--- src/dcd_pkg.sv ---
// package for the partial opcode decoder: opcode patterns, lengths, cycle counts
// assumes 16-bit instruction words from the core fetch stage
package dcd_pkg;

    // ------------------------------------------------------------------
    // operation codes
    // ------------------------------------------------------------------
    typedef enum logic [4:0] {
        DCD_OP_NONE        = 5'h00,
        DCD_OP_ACC_IMM     = 5'h01,
        DCD_OP_ACC_HIGH    = 5'h02,
        DCD_OP_ACC_LOW     = 5'h03,
        DCD_OP_ACC_TSHIFT  = 5'h04,
        DCD_OP_AUX_MEM     = 5'h05,
        DCD_OP_AUX_SHORT   = 5'h06,
        DCD_OP_AUX_LONG    = 5'h07,
        DCD_OP_PAGE_MEM    = 5'h08,
        DCD_OP_PAGE_IMM    = 5'h09,
        DCD_OP_STATUS0     = 5'h0a,
        DCD_OP_STATUS1     = 5'h0b,
        DCD_OP_T_LOAD      = 5'h0c,
        DCD_OP_T_ACCUM     = 5'h0d,
        DCD_OP_T_MOVE      = 5'h0e,
        DCD_OP_T_PRODUCT   = 5'h0f,
        DCD_OP_T_SUBTRACT  = 5'h10,
        DCD_OP_MAC         = 5'h11,
        DCD_OP_MAC_MOVE    = 5'h12,
        DCD_OP_AUX_PTR     = 5'h13,
        DCD_OP_NOP         = 5'h14,
        DCD_OP_AUX_MODIFY  = 5'h15,
        DCD_OP_MPY_SIGNED  = 5'h16,
        DCD_OP_MPY_ADD     = 5'h17,
        DCD_OP_MPY_SUB     = 5'h18,
        DCD_OP_MPY_UNS     = 5'h19,
        DCD_OP_PROD_TO_ACC = 5'h1a,
        DCD_OP_ACC_NEGATE  = 5'h1b,
        DCD_OP_NORMALIZE   = 5'h1c,
        DCD_OP_OR_SHIFT    = 5'h1d,
        DCD_OP_OR_HIGH     = 5'h1e
    } dcd_op_t;

    typedef enum logic [0:0] {
        DCD_ST_FIRST   = 1'b0,
        DCD_ST_OPERAND = 1'b1
    } dcd_state_t;

    // ------------------------------------------------------------------
    // opcode patterns
    // ------------------------------------------------------------------
    localparam logic [7:0] DCD_UB_ACC_IMM = 8'hb9;
    localparam logic [7:0] DCD_UB_ACC_HIGH = 8'h6a;
    localparam logic [7:0] DCD_UB_ACC_LOW = 8'h69;
    localparam logic [7:0] DCD_UB_ACC_TSHIFT = 8'h6b;
    localparam logic [4:0] DCD_U5_AUX_MEM = 5'h00;
    localparam logic [4:0] DCD_U5_AUX_SHORT = 5'h16;
    localparam logic [7:0] DCD_UB_LONG_GRP = 8'hbf;
    localparam logic [4:0] DCD_LB5_AUX_LONG = 5'h01;
    localparam logic [7:0] DCD_UB_PAGE_MEM = 8'h0d;
    localparam logic [6:0] DCD_U7_PAGE_IMM = 7'h5e;
    localparam logic [7:0] DCD_UB_STATUS0 = 8'h0e;
    localparam logic [7:0] DCD_UB_STATUS1 = 8'h0f;
    localparam logic [3:0] DCD_UN_T_GRP = 4'h7;
    localparam logic [3:0] DCD_N_T_LOAD = 4'h3;
    localparam logic [3:0] DCD_N_T_ACCUM = 4'h0;
    localparam logic [3:0] DCD_N_T_MOVE = 4'h2;
    localparam logic [3:0] DCD_N_T_PRODUCT = 4'h1;
    localparam logic [3:0] DCD_N_T_SUBTRACT = 4'h4;
    localparam logic [7:0] DCD_UB_MAC = 8'ha2;
    localparam logic [7:0] DCD_UB_MAC_MOVE = 8'ha3;
    localparam logic [7:0] DCD_UB_AUX_GRP = 8'h8b;
    localparam logic [4:0] DCD_LB5_AUX_PTR = 5'h11;
    localparam logic [7:0] DCD_LB_NOP = 8'h00;
    localparam logic [3:0] DCD_UN_MPY_GRP = 4'h5;
    localparam logic [3:0] DCD_N_MPY_SIGNED = 4'h4;
    localparam logic [3:0] DCD_N_MPY_ADD = 4'h0;
    localparam logic [3:0] DCD_N_MPY_SUB = 4'h1;
    localparam logic [3:0] DCD_N_MPY_UNS = 4'h5;
    localparam logic [15:0] DCD_W_PROD_TO_ACC = 16'hbe03;
    localparam logic [15:0] DCD_W_ACC_NEGATE = 16'hbe02;
    localparam logic [15:0] DCD_W_OR_HIGH = 16'hbe82;
    localparam logic [7:0] DCD_UB_NORMALIZE = 8'ha0;
    localparam logic [3:0] DCD_N_OR_SHIFT = 4'hc;
    localparam logic [4:0] DCD_OR_HIGH_SHIFT = 5'h10;

    // ------------------------------------------------------------------
    // lengths and cycle counts
    // ------------------------------------------------------------------
    localparam logic [1:0] DCD_WORDS_1 = 2'h1;
    localparam logic [1:0] DCD_WORDS_2 = 2'h2;
    localparam logic [1:0] DCD_CYC_1 = 2'h1;
    localparam logic [1:0] DCD_CYC_2 = 2'h2;
    localparam logic [1:0] DCD_CYC_3 = 2'h3;

    // ------------------------------------------------------------------
    // decoded control bundle
    // ------------------------------------------------------------------
    typedef struct packed {
        dcd_op_t op;
        logic [1:0] words;
        logic [1:0] cycles;
        logic indirect;
        logic [6:0] addr_field;
        logic [2:0] aux_sel;
        logic [3:0] shift;
        logic [15:0] operand;
    } dcd_ctrl_t;

endpackage

--- src/dcd_decoder.sv ---
// partial opcode decoder for a 16-bit fixed-point core
// assumes fetch presents one word per valid cycle; second words follow their first word
//
// Behaviour
// - b9xx loads accumulator from zero-extended low byte; zero byte clears it; 1/1.
// - 6a clears low half, loads addressed word to high half; 1/1.
// - 69 clears high half, loads word to low half unextended; 1 cycle.
// - 6b loads accumulator with word shifted by multiplier input amount; 1 cycle.
// - aux load from memory 0000 0sel, short immediate 1011 0sel; 1/2.
// - long aux load bf 0000 1sel plus 16-bit value word; 2/2.
// - page pointer from memory 0d or immediate 1011 110 plus nine bits; 1/2.
// - 0e and 0f load first and second status word from memory; 1/2.
// - nibble 7 multiplier input loads: 3 plain, 0, 2, 1, 4 variants; 1 cycle.
// - accumulate-and-move variant also copies word to next higher address.
// - multiply-accumulate a2, with move a3, plus constant word; 2/3.
// - 8b: 1000 1sel aux pointer, zero byte no-op, else aux modify; 1 cycle.
// - nibble 5 multiplies: 4 signed, 0 add, 1 subtract, 5 unsigned; product kept.
// - be03 shifted product to accumulator; be02 negates accumulator; 1 cycle.
// - a0 normalizes accumulator, address field updates aux register; 1 cycle.
// - bf c plus shift count then constant word, shifted and ORed; 2/2.
// - be82 plus constant ORs constant shifted sixteen into accumulator; 2/2.
`timescale 1ns/1ps
module dcd_decoder (
    input wire logic clk_sys, // core clock, 100 MHz
    input wire logic rstn, // asynchronous reset, active low
    input wire logic instr_valid, // instruction word present
    input wire logic [15:0] instr_word, // word from fetch
    output logic operand_take, // current word consumed as operand
    output logic ctrl_valid, // decoded controls valid, one cycle
    output dcd_pkg::dcd_ctrl_t ctrl, // decoded controls to datapath
    output logic mem_data_move, // copy addressed word to next address
    output logic illegal_op // word outside the decoded subset
);

    // ------------------------------------------------------------------
    // combinational decode of a first word
    // ------------------------------------------------------------------
    dcd_pkg::dcd_ctrl_t dec;
    logic [7:0] ub;
    logic [7:0] lb;
    logic known;

    assign ub = instr_word[15:8];
    assign lb = instr_word[7:0];

    always_comb begin
        dec = '0;
        dec.op = dcd_pkg::DCD_OP_NONE;
        dec.words = dcd_pkg::DCD_WORDS_1;
        dec.cycles = dcd_pkg::DCD_CYC_1;
        dec.indirect = lb[7];
        dec.addr_field = lb[6:0];
        dec.aux_sel = ub[2:0];
        dec.operand = 16'h0000;
        known = 1'b1;
        if (ub == dcd_pkg::DCD_UB_ACC_IMM) begin
            dec.op = dcd_pkg::DCD_OP_ACC_IMM;
            dec.operand = {8'h00, lb};
            dec.indirect = 1'b0;
        end else if (ub == dcd_pkg::DCD_UB_ACC_HIGH) begin
            dec.op = dcd_pkg::DCD_OP_ACC_HIGH;
        end else if (ub == dcd_pkg::DCD_UB_ACC_LOW) begin
            dec.op = dcd_pkg::DCD_OP_ACC_LOW;
        end else if (ub == dcd_pkg::DCD_UB_ACC_TSHIFT) begin
            dec.op = dcd_pkg::DCD_OP_ACC_TSHIFT;
        end else if (ub[7:3] == dcd_pkg::DCD_U5_AUX_MEM) begin
            dec.op = dcd_pkg::DCD_OP_AUX_MEM;
            dec.cycles = dcd_pkg::DCD_CYC_2;
        end else if (ub[7:3] == dcd_pkg::DCD_U5_AUX_SHORT) begin
            dec.op = dcd_pkg::DCD_OP_AUX_SHORT;
            dec.cycles = dcd_pkg::DCD_CYC_2;
            dec.operand = {8'h00, lb};
            dec.indirect = 1'b0;
        end else if (ub == dcd_pkg::DCD_UB_LONG_GRP &&
                     lb[7:3] == dcd_pkg::DCD_LB5_AUX_LONG) begin
            dec.op = dcd_pkg::DCD_OP_AUX_LONG;
            dec.words = dcd_pkg::DCD_WORDS_2;
            dec.cycles = dcd_pkg::DCD_CYC_2;
            dec.aux_sel = lb[2:0];
            dec.indirect = 1'b0;
        end else if (ub == dcd_pkg::DCD_UB_LONG_GRP &&
                     lb[7:4] == dcd_pkg::DCD_N_OR_SHIFT) begin
            dec.op = dcd_pkg::DCD_OP_OR_SHIFT;
            dec.words = dcd_pkg::DCD_WORDS_2;
            dec.cycles = dcd_pkg::DCD_CYC_2;
            dec.shift = lb[3:0];
            dec.indirect = 1'b0;
        end else if (ub == dcd_pkg::DCD_UB_PAGE_MEM) begin
            dec.op = dcd_pkg::DCD_OP_PAGE_MEM;
            dec.cycles = dcd_pkg::DCD_CYC_2;
        end else if (ub[7:1] == dcd_pkg::DCD_U7_PAGE_IMM) begin
            dec.op = dcd_pkg::DCD_OP_PAGE_IMM;
            dec.cycles = dcd_pkg::DCD_CYC_2;
            dec.operand = {7'h00, instr_word[8:0]};
            dec.indirect = 1'b0;
        end else if (ub == dcd_pkg::DCD_UB_STATUS0) begin
            dec.op = dcd_pkg::DCD_OP_STATUS0;
            dec.cycles = dcd_pkg::DCD_CYC_2;
        end else if (ub == dcd_pkg::DCD_UB_STATUS1) begin
            dec.op = dcd_pkg::DCD_OP_STATUS1;
            dec.cycles = dcd_pkg::DCD_CYC_2;
        end else if (ub[7:4] == dcd_pkg::DCD_UN_T_GRP) begin
            case (ub[3:0])
                dcd_pkg::DCD_N_T_LOAD: dec.op = dcd_pkg::DCD_OP_T_LOAD;
                dcd_pkg::DCD_N_T_ACCUM: dec.op = dcd_pkg::DCD_OP_T_ACCUM;
                dcd_pkg::DCD_N_T_MOVE: dec.op = dcd_pkg::DCD_OP_T_MOVE;
                dcd_pkg::DCD_N_T_PRODUCT: dec.op = dcd_pkg::DCD_OP_T_PRODUCT;
                dcd_pkg::DCD_N_T_SUBTRACT: dec.op = dcd_pkg::DCD_OP_T_SUBTRACT;
                default: known = 1'b0;
            endcase
        end else if (ub == dcd_pkg::DCD_UB_MAC || ub == dcd_pkg::DCD_UB_MAC_MOVE) begin
            dec.op = (ub == dcd_pkg::DCD_UB_MAC) ? dcd_pkg::DCD_OP_MAC
                                                 : dcd_pkg::DCD_OP_MAC_MOVE;
            dec.words = dcd_pkg::DCD_WORDS_2;
            dec.cycles = dcd_pkg::DCD_CYC_3;
        end else if (ub == dcd_pkg::DCD_UB_AUX_GRP) begin
            if (lb[7:3] == dcd_pkg::DCD_LB5_AUX_PTR) begin
                dec.op = dcd_pkg::DCD_OP_AUX_PTR;
                dec.aux_sel = lb[2:0];
            end else if (lb == dcd_pkg::DCD_LB_NOP) begin
                dec.op = dcd_pkg::DCD_OP_NOP;
            end else begin
                dec.op = dcd_pkg::DCD_OP_AUX_MODIFY;
            end
        end else if (ub[7:4] == dcd_pkg::DCD_UN_MPY_GRP) begin
            case (ub[3:0])
                dcd_pkg::DCD_N_MPY_SIGNED: dec.op = dcd_pkg::DCD_OP_MPY_SIGNED;
                dcd_pkg::DCD_N_MPY_ADD: dec.op = dcd_pkg::DCD_OP_MPY_ADD;
                dcd_pkg::DCD_N_MPY_SUB: dec.op = dcd_pkg::DCD_OP_MPY_SUB;
                dcd_pkg::DCD_N_MPY_UNS: dec.op = dcd_pkg::DCD_OP_MPY_UNS;
                default: known = 1'b0;
            endcase
        end else if (instr_word == dcd_pkg::DCD_W_PROD_TO_ACC) begin
            dec.op = dcd_pkg::DCD_OP_PROD_TO_ACC;
            dec.indirect = 1'b0;
        end else if (instr_word == dcd_pkg::DCD_W_ACC_NEGATE) begin
            dec.op = dcd_pkg::DCD_OP_ACC_NEGATE;
            dec.indirect = 1'b0;
        end else if (ub == dcd_pkg::DCD_UB_NORMALIZE) begin
            dec.op = dcd_pkg::DCD_OP_NORMALIZE;
        end else if (instr_word == dcd_pkg::DCD_W_OR_HIGH) begin
            dec.op = dcd_pkg::DCD_OP_OR_HIGH;
            dec.words = dcd_pkg::DCD_WORDS_2;
            dec.cycles = dcd_pkg::DCD_CYC_2;
            dec.indirect = 1'b0;
        end else begin
            known = 1'b0;
        end
        if (!known) begin
            dec = '0;
            dec.op = dcd_pkg::DCD_OP_NONE;
        end
    end

    // ------------------------------------------------------------------
    // word sequencing
    // ------------------------------------------------------------------
    dcd_pkg::dcd_state_t state_q;
    dcd_pkg::dcd_ctrl_t held_q;

    assign operand_take = instr_valid && state_q == dcd_pkg::DCD_ST_OPERAND;

    always_ff @(posedge clk_sys or negedge rstn) begin
        if (!rstn) begin
            state_q <= dcd_pkg::DCD_ST_FIRST;
        end else if (instr_valid) begin
            case (state_q)
                dcd_pkg::DCD_ST_FIRST: begin
                    if (dec.words == dcd_pkg::DCD_WORDS_2) begin
                        state_q <= dcd_pkg::DCD_ST_OPERAND;
                    end
                end
                dcd_pkg::DCD_ST_OPERAND: state_q <= dcd_pkg::DCD_ST_FIRST;
                default: state_q <= dcd_pkg::DCD_ST_FIRST;
            endcase
        end
    end

    always_ff @(posedge clk_sys or negedge rstn) begin
        if (!rstn) begin
            held_q <= '0;
        end else if (instr_valid && state_q == dcd_pkg::DCD_ST_FIRST) begin
            held_q <= dec;
        end
    end

    // ------------------------------------------------------------------
    // registered outputs
    // ------------------------------------------------------------------
    always_ff @(posedge clk_sys or negedge rstn) begin
        if (!rstn) begin
            ctrl_valid <= 1'b0;
            ctrl <= '0;
            mem_data_move <= 1'b0;
            illegal_op <= 1'b0;
        end else begin
            ctrl_valid <= 1'b0;
            mem_data_move <= 1'b0;
            illegal_op <= 1'b0;
            if (instr_valid && state_q == dcd_pkg::DCD_ST_OPERAND) begin
                ctrl_valid <= 1'b1;
                ctrl <= held_q;
                ctrl.operand <= instr_word;
                if (held_q.op == dcd_pkg::DCD_OP_OR_HIGH) begin
                    ctrl.shift <= 4'h0;
                end
                mem_data_move <= held_q.op == dcd_pkg::DCD_OP_MAC_MOVE;
            end else if (instr_valid && dec.words != dcd_pkg::DCD_WORDS_2) begin
                // unknown words carry zero length and still answer here
                ctrl_valid <= dec.op != dcd_pkg::DCD_OP_NONE;
                ctrl <= dec;
                mem_data_move <= dec.op == dcd_pkg::DCD_OP_T_MOVE;
                illegal_op <= dec.op == dcd_pkg::DCD_OP_NONE;
            end
        end
    end

endmodule

--- config.mk ---
export PLATFORM = sky130hd
export DESIGN_NAME = dcd_decoder
export DESIGN_NICKNAME = d
export VERILOG_FILES = /design/src/dcd_pkg.sv /design/src/dcd_decoder.sv
export SDC_FILE = /design/constraint.sdc
export NUM_CORES = 1
export LEC_CHECK = 0
export BUFFER_PORTS_ARGS = -buffer_cell sky130_fd_sc_hd__buf_2
export CAP_MARGIN = 20
export CORE_ASPECT_RATIO = 2
export CORE_MARGIN = 2
export CORE_UTILIZATION = 55
export CTS_BUF_LIST = sky130_fd_sc_hd__clkbuf_16
export DETAILED_ROUTE_END_ITERATION = 16
export PLACE_DENSITY_LB_ADDON = 0.25
export RECOVER_POWER = 100
export SYNTH_ARGS = -nofsm -noshare
export SYNTH_HDL_FRONTEND = slang
export SYNTH_SLANG_ARGS = --single-unit
--- constraint.sdc ---
create_clock -name clk_sys -period 4.5 [get_ports clk_sys]
set_clock_uncertainty 0.05 [all_clocks]
set_input_delay 0.675 -clock clk_sys [delete_from_list [all_inputs] [get_ports clk_sys]]
set_output_delay 0.675 -clock clk_sys [all_outputs]
set_load 0.05 [all_outputs]
Word-level counts from Yosys, hierarchy flattened
Index checks and enable logic that the tools add are counted.
Widths: inputs -> output; s select.
- bits in writable memories: 0
- input port bits: 19
- ROM bits: 0
- bits in latches: 0
- memories: 0
- output and inout port bits: 44
- bits in registers: 68
- word-level logic and storage cells: 226
- equal/unequal tests: 32
- shift operators: 0
- mux-type cells: 160
- add/subtract/negate cells: 0
- $mul: 0
- reduce and logical (&&, ||, !) cells: 14
- bitwise operators: 1
- divide/modulo/power cells: 0
- magnitude comparators: 0
- operators with widths (kind ; number):
    $mux 5 ; 49
    $mux 9 ; 17
    $mux 40 ; 3
    $mux 23 ; 4
    $mux 3 ; 22
    $eq 16x16->1 const B ; 3
    $eq 8x8->1 const B ; 6
    $mux 1 ; 38
    $mux 16 ; 2
    $mux 10 ; 3
    $pmux 5 s5 ; 1
    $eq 8x4->1 const B ; 3
    $eq 8x7->1 const B ; 3
    $mux 2 ; 11
    $eq 5x5->1 const B ; 4
    $mux 20 ; 1
    $mux 4 ; 5
    $pmux 5 s4 ; 1
    $eq 4x3->1 const B ; 4
    $mux 7 ; 2
    $logic_not 5->1 ; 2
    $eq 4x2->1 const B ; 2
    $logic_not 8->1 ; 1
    $eq 7x7->1 const B ; 1
    other kinds (15) ; 19

Longest topological paths before layout
- word-level depth: 74
- depth in mapped cells: 9
- depth with buffers taken out: 6

Least setup slack after synthesis
Ideal clock, no wire load.
- path type: input-to-output
- start: input port instr_valid
- end: output port operand_take
- path buffers: 2
- required time: 3775 ps
- arrival: 1992 ps
- setup slack: 1783 ps
- stages on the path: 4
- path through: clkbuf_1 -> nand2_1 -> clkinv_1 -> clkbuf_1
- longest elaborated chain between the ends: 1
- RTL lines (item ; RTL line ; source):
    start, declared ; dcd_decoder.sv:26 ; input wire logic instr_valid,
    $logic_and 1x1->1 ; dcd_decoder.sv:161 ; assign operand_take = instr_valid && state_q == dcd_pkg::DCD_ST_OPERAND;
    end, declared ; dcd_decoder.sv:28 ; output logic operand_take,
No other way between the ends.

Worst setup path after layout
- start: input port instr_word[12]
- end: register mem_data_move
- longest elaborated chain between the ends: 65
- elaborated cells on any way between the ends: 125
- classes of those cells: eq/ne: 21; mux: 99; reduce/logical: 5
- RTL lines (item ; RTL line ; source):
    start, declared ; dcd_decoder.sv:27 ; input wire logic [15:0] instr_word,
    $eq 16x16->1 ; dcd_decoder.sv:141 ; end else if (instr_word == dcd_pkg::DCD_W_OR_HIGH) begin
    $mux 10 ; dcd_decoder.sv:141 ;
    $mux 5 ; dcd_decoder.sv:139 ; end else if (ub == dcd_pkg::DCD_UB_NORMALIZE) begin
    $mux 4 ; dcd_decoder.sv:136 ; end else if (instr_word == dcd_pkg::DCD_W_ACC_NEGATE) begin
    $mux 4 ; dcd_decoder.sv:133 ; end else if (instr_word == dcd_pkg::DCD_W_PROD_TO_ACC) begin
    $mux 5 ; dcd_decoder.sv:125 ; end else if (ub[7:4] == dcd_pkg::DCD_UN_MPY_GRP) begin
    $mux 5 ; dcd_decoder.sv:116 ; end else if (ub == dcd_pkg::DCD_UB_AUX_GRP) begin
    $mux 5 ; dcd_decoder.sv:111 ; end else if (ub == dcd_pkg::DCD_UB_MAC || ub == dcd_pkg::DCD_UB_MAC_MOVE) begin
    [... 49 more ...] ; - ;
    $mux 5 ; dcd_decoder.sv:62 ; end else if (ub == dcd_pkg::DCD_UB_ACC_LOW) begin
    $mux 5 ; dcd_decoder.sv:60 ; end else if (ub == dcd_pkg::DCD_UB_ACC_HIGH) begin
    $mux 4 ; dcd_decoder.sv:56 ; if (ub == dcd_pkg::DCD_UB_ACC_IMM) begin
    $mux 40 (*) ; dcd_decoder.sv:149 ; if (!known) begin
    $ne 2x2->1 ; dcd_decoder.sv:208 ; end else if (instr_valid && dec.words != dcd_pkg::DCD_WORDS_2) begin
    $logic_and 1x1->1 ; dcd_decoder.sv:208 ;
    $mux 1 (*) ; dcd_decoder.sv:208 ;
    $mux 1 (*) ; dcd_decoder.sv:200 ; if (instr_valid && state_q == dcd_pkg::DCD_ST_OPERAND) begin
    end signal, assigned ; dcd_decoder.sv:207 ; mem_data_move <= held_q.op == dcd_pkg::DCD_OP_MAC_MOVE;
    end signal, assigned ; dcd_decoder.sv:212 ; mem_data_move <= dec.op == dcd_pkg::DCD_OP_T_MOVE;
    end, declared ; dcd_decoder.sv:31 ; output logic mem_data_move,
Mark *: on every way between the ends. The rest lies on a longest branch, timed or not. The select of a mux whose other input is x is not followed.
A chain may end at the register's enable or synchronous reset.

==> out/results.ini <==
[run_status]
status = finished clean

[routing]
via_per_inst = 6.20
top_layer_used = met4
dr_total_vias = 3350
wl_met3_um = 411
wirelength_um = 10900
met1_length_um = 4180
met2WireLength_um = 5880
firstDrtPassIters = 5
wl_per_cell_um = 20.3
drt-initial-drc-count = 443
antenna_left = 0
drt_drc_violations_left = 0

[timing]
grt_setup_unrepaired = no
slew_headroom = 0.170
clock.fmax_ghz = 0.286
min_period_over_period = 0.776
worst_pin_slew_ps = 1230
final-setup-viol-count = 0
holdWs_ps = 420
setup_tns_ps = 0
hold_violations = 0
fin_crit_ps = 3490
finalWorstSetupSlack_ps = 1010
report.final.slew_viol_count = 0

[yosys]
synthTopCellsByArea = dfrtp_1 (46%), nand2_1 (7.5%), o21ai_0 (5.5%), a22o_1 (3.1%), nand3_1 (2.7%)
synthArstFlopShare = 1.00
syn_area_um2 = 3730
ys_seq_area_frac = 0.457
synth.net_count = 422
syn_area_per_cell_um2 = 9.25
ys_types = 64
synthCells = 403
yosysTopAreaCell = dfrtp_1
ys_warn_count = 0
ys_ff_latch = 68
netlist.area_leader.share = 0.457
synth-edff-count = 0
ys.flop_type = dfrtp_1

[clocking]
cts_setup_buffers = 0
cts_buffers = 9
cts_hold_buf = 0
ctsResizeCount = 0
h-tree-depth = 3
clock_latency_ps = 330
cts.reportedPaths.clkPinSlew_ps = 50
cts.sinks = 68
cts_root_buffer = clkbuf_16
cts_tree = built
clockBufferDepth = 2

[grt]
grt_pass1_wl_um = 17700
grt.total_usage = 0.309
overflow = 0
grt_max_degree = 50
grt_pass1_vias = 3290
antenna_found_initial = 0

[worst_setup_path]
critPathLaunchType = primary input
timing.critical_path.arrival_ps = 3710
path_class = in2reg
cp_max_fo = 21
required_ps = 4720
end_kind = flip-flop
rrSetupSlack_ps = 2490

[final_layout]
nFillCells = 619
seq_area_um2 = 1700
final_common_cell = nand2_1
final_cell_mix = nand2_1 (74), dfrtp_1 (68), clkbuf_1 (46)
n_antenna_cell = 0
multiInputGateArea_um2 = 1780
stdcell_area_um2 = 4180
final_nets = 466
final_layout_size_suffix_gt1_frac = 0.0885
syn2layout_area_growth_pct = 12.1

[floorplan]
die_w_um = 62.2
die-area_um2 = 7490
io_pins = 63
start_util = 0.567
core_um2 = 6570
die_y_um = 120
rows = 42

[placed_design]
post_dp_cell_area_um2 = 4010
dp_slack_ps = 1330
place_hpwl_um = 7790
io_buffers = 62
place.gp.congestion = 0.957

[hold_path]
worstHoldPathType = reg2reg

[power]
total_power_w = 0.00149
p_per_area_nw_per_um2 = 357
ir_drop_mv = 0.227
cellLeakagePower_nw = 1.85

[run]
cap_violations = 0

## sequential cells by signal, summed over array words and instances (netlist names)
name / cells
ctrl: 40
ctrl_valid: 1
held_q: 24
illegal_op: 1
mem_data_move: 1
state_q: 1
## logic make-up after synthesis
| kind of cell | synth area share |
|---|---|
| AND/OR/NAND/NOR | 0.268 |
| AO/OA/AOI/OAI | 0.215 |
| flip-flops | 0.457 |
| buffers and inverters | 0.0551 |
| XOR/XNOR | 0.00235 |
| multiplexers | 0.00269 |
## cells in the mapped netlist, types with 5 or more instances
library cell,count
and2_1,6
inv_1,7
or4_1,6
o211ai_1,6
o21ai_0,41
nor3_1,7
nor2_1,18
a22o_1,13
and3_1,6
nand2_1,74
buf_2,8
nand4_1,6
a2bb2oi_1,10
clkbuf_1,17
nand3_1,20
nor4_1,5
o31ai_1,7
dfrtp_1,68
## routing by layer
metal  GRT usage  vias up
met1       0.359     1622
met2       0.549      127
met3      0.0344       29
met5           0        -
li1            -     1572
met4       0.174        0
## stage by stage
| stage | cells | util |
|---|---|---|
| floorplan | 403 | - |
| CTS | 540 | 0.650 |
| global route | 540 | 0.636 |
| global placement | 523 | 0.608 |
| detailed placement | 524 | 0.610 |
| finish | 540 | 0.636 |
## report_power, final
group	internal [W]	total, W	switching (W)
registers	0.000640	0.000657	0.0000170
logic	0.0000510	0.000216	0.000165
clock network	0.000364	0.000620	0.000256
## cell type report
class | instances | area share
clock buffers | 9 | 0.0539
clock inverters | 7 | 0.00869
flip-flops and latches | 68 | 0.407
repair buffers | 66 | 0.0695
inverters | 8 | 0.00719
well taps | 88 | 0.0264
multi-input cells | 294 | 0.427
## worst paths after layout
kind | from | endpoint | cells after the start
max reg2reg | state_q | mem_data_move | 5
max | instr_word[12] | mem_data_move | 8
min in group asynchronous | rstn | ctrl[24] | 1
min reg2reg | ctrl[8] | ctrl[8] | 2
min | ctrl[8] | ctrl[8] | 2
max in group asynchronous | rstn | ctrl[36] | 2
## worst max-delay path: stages
cell and delay [ps]:
clkbuf_1 480, nor4b_1 290, and3_1 290, nor4b_1 1030, buf_8 270, nand2_1 260, nor3_1 250, a31o_1 160
Note: power is estimated with default switching activity, not from simulation.
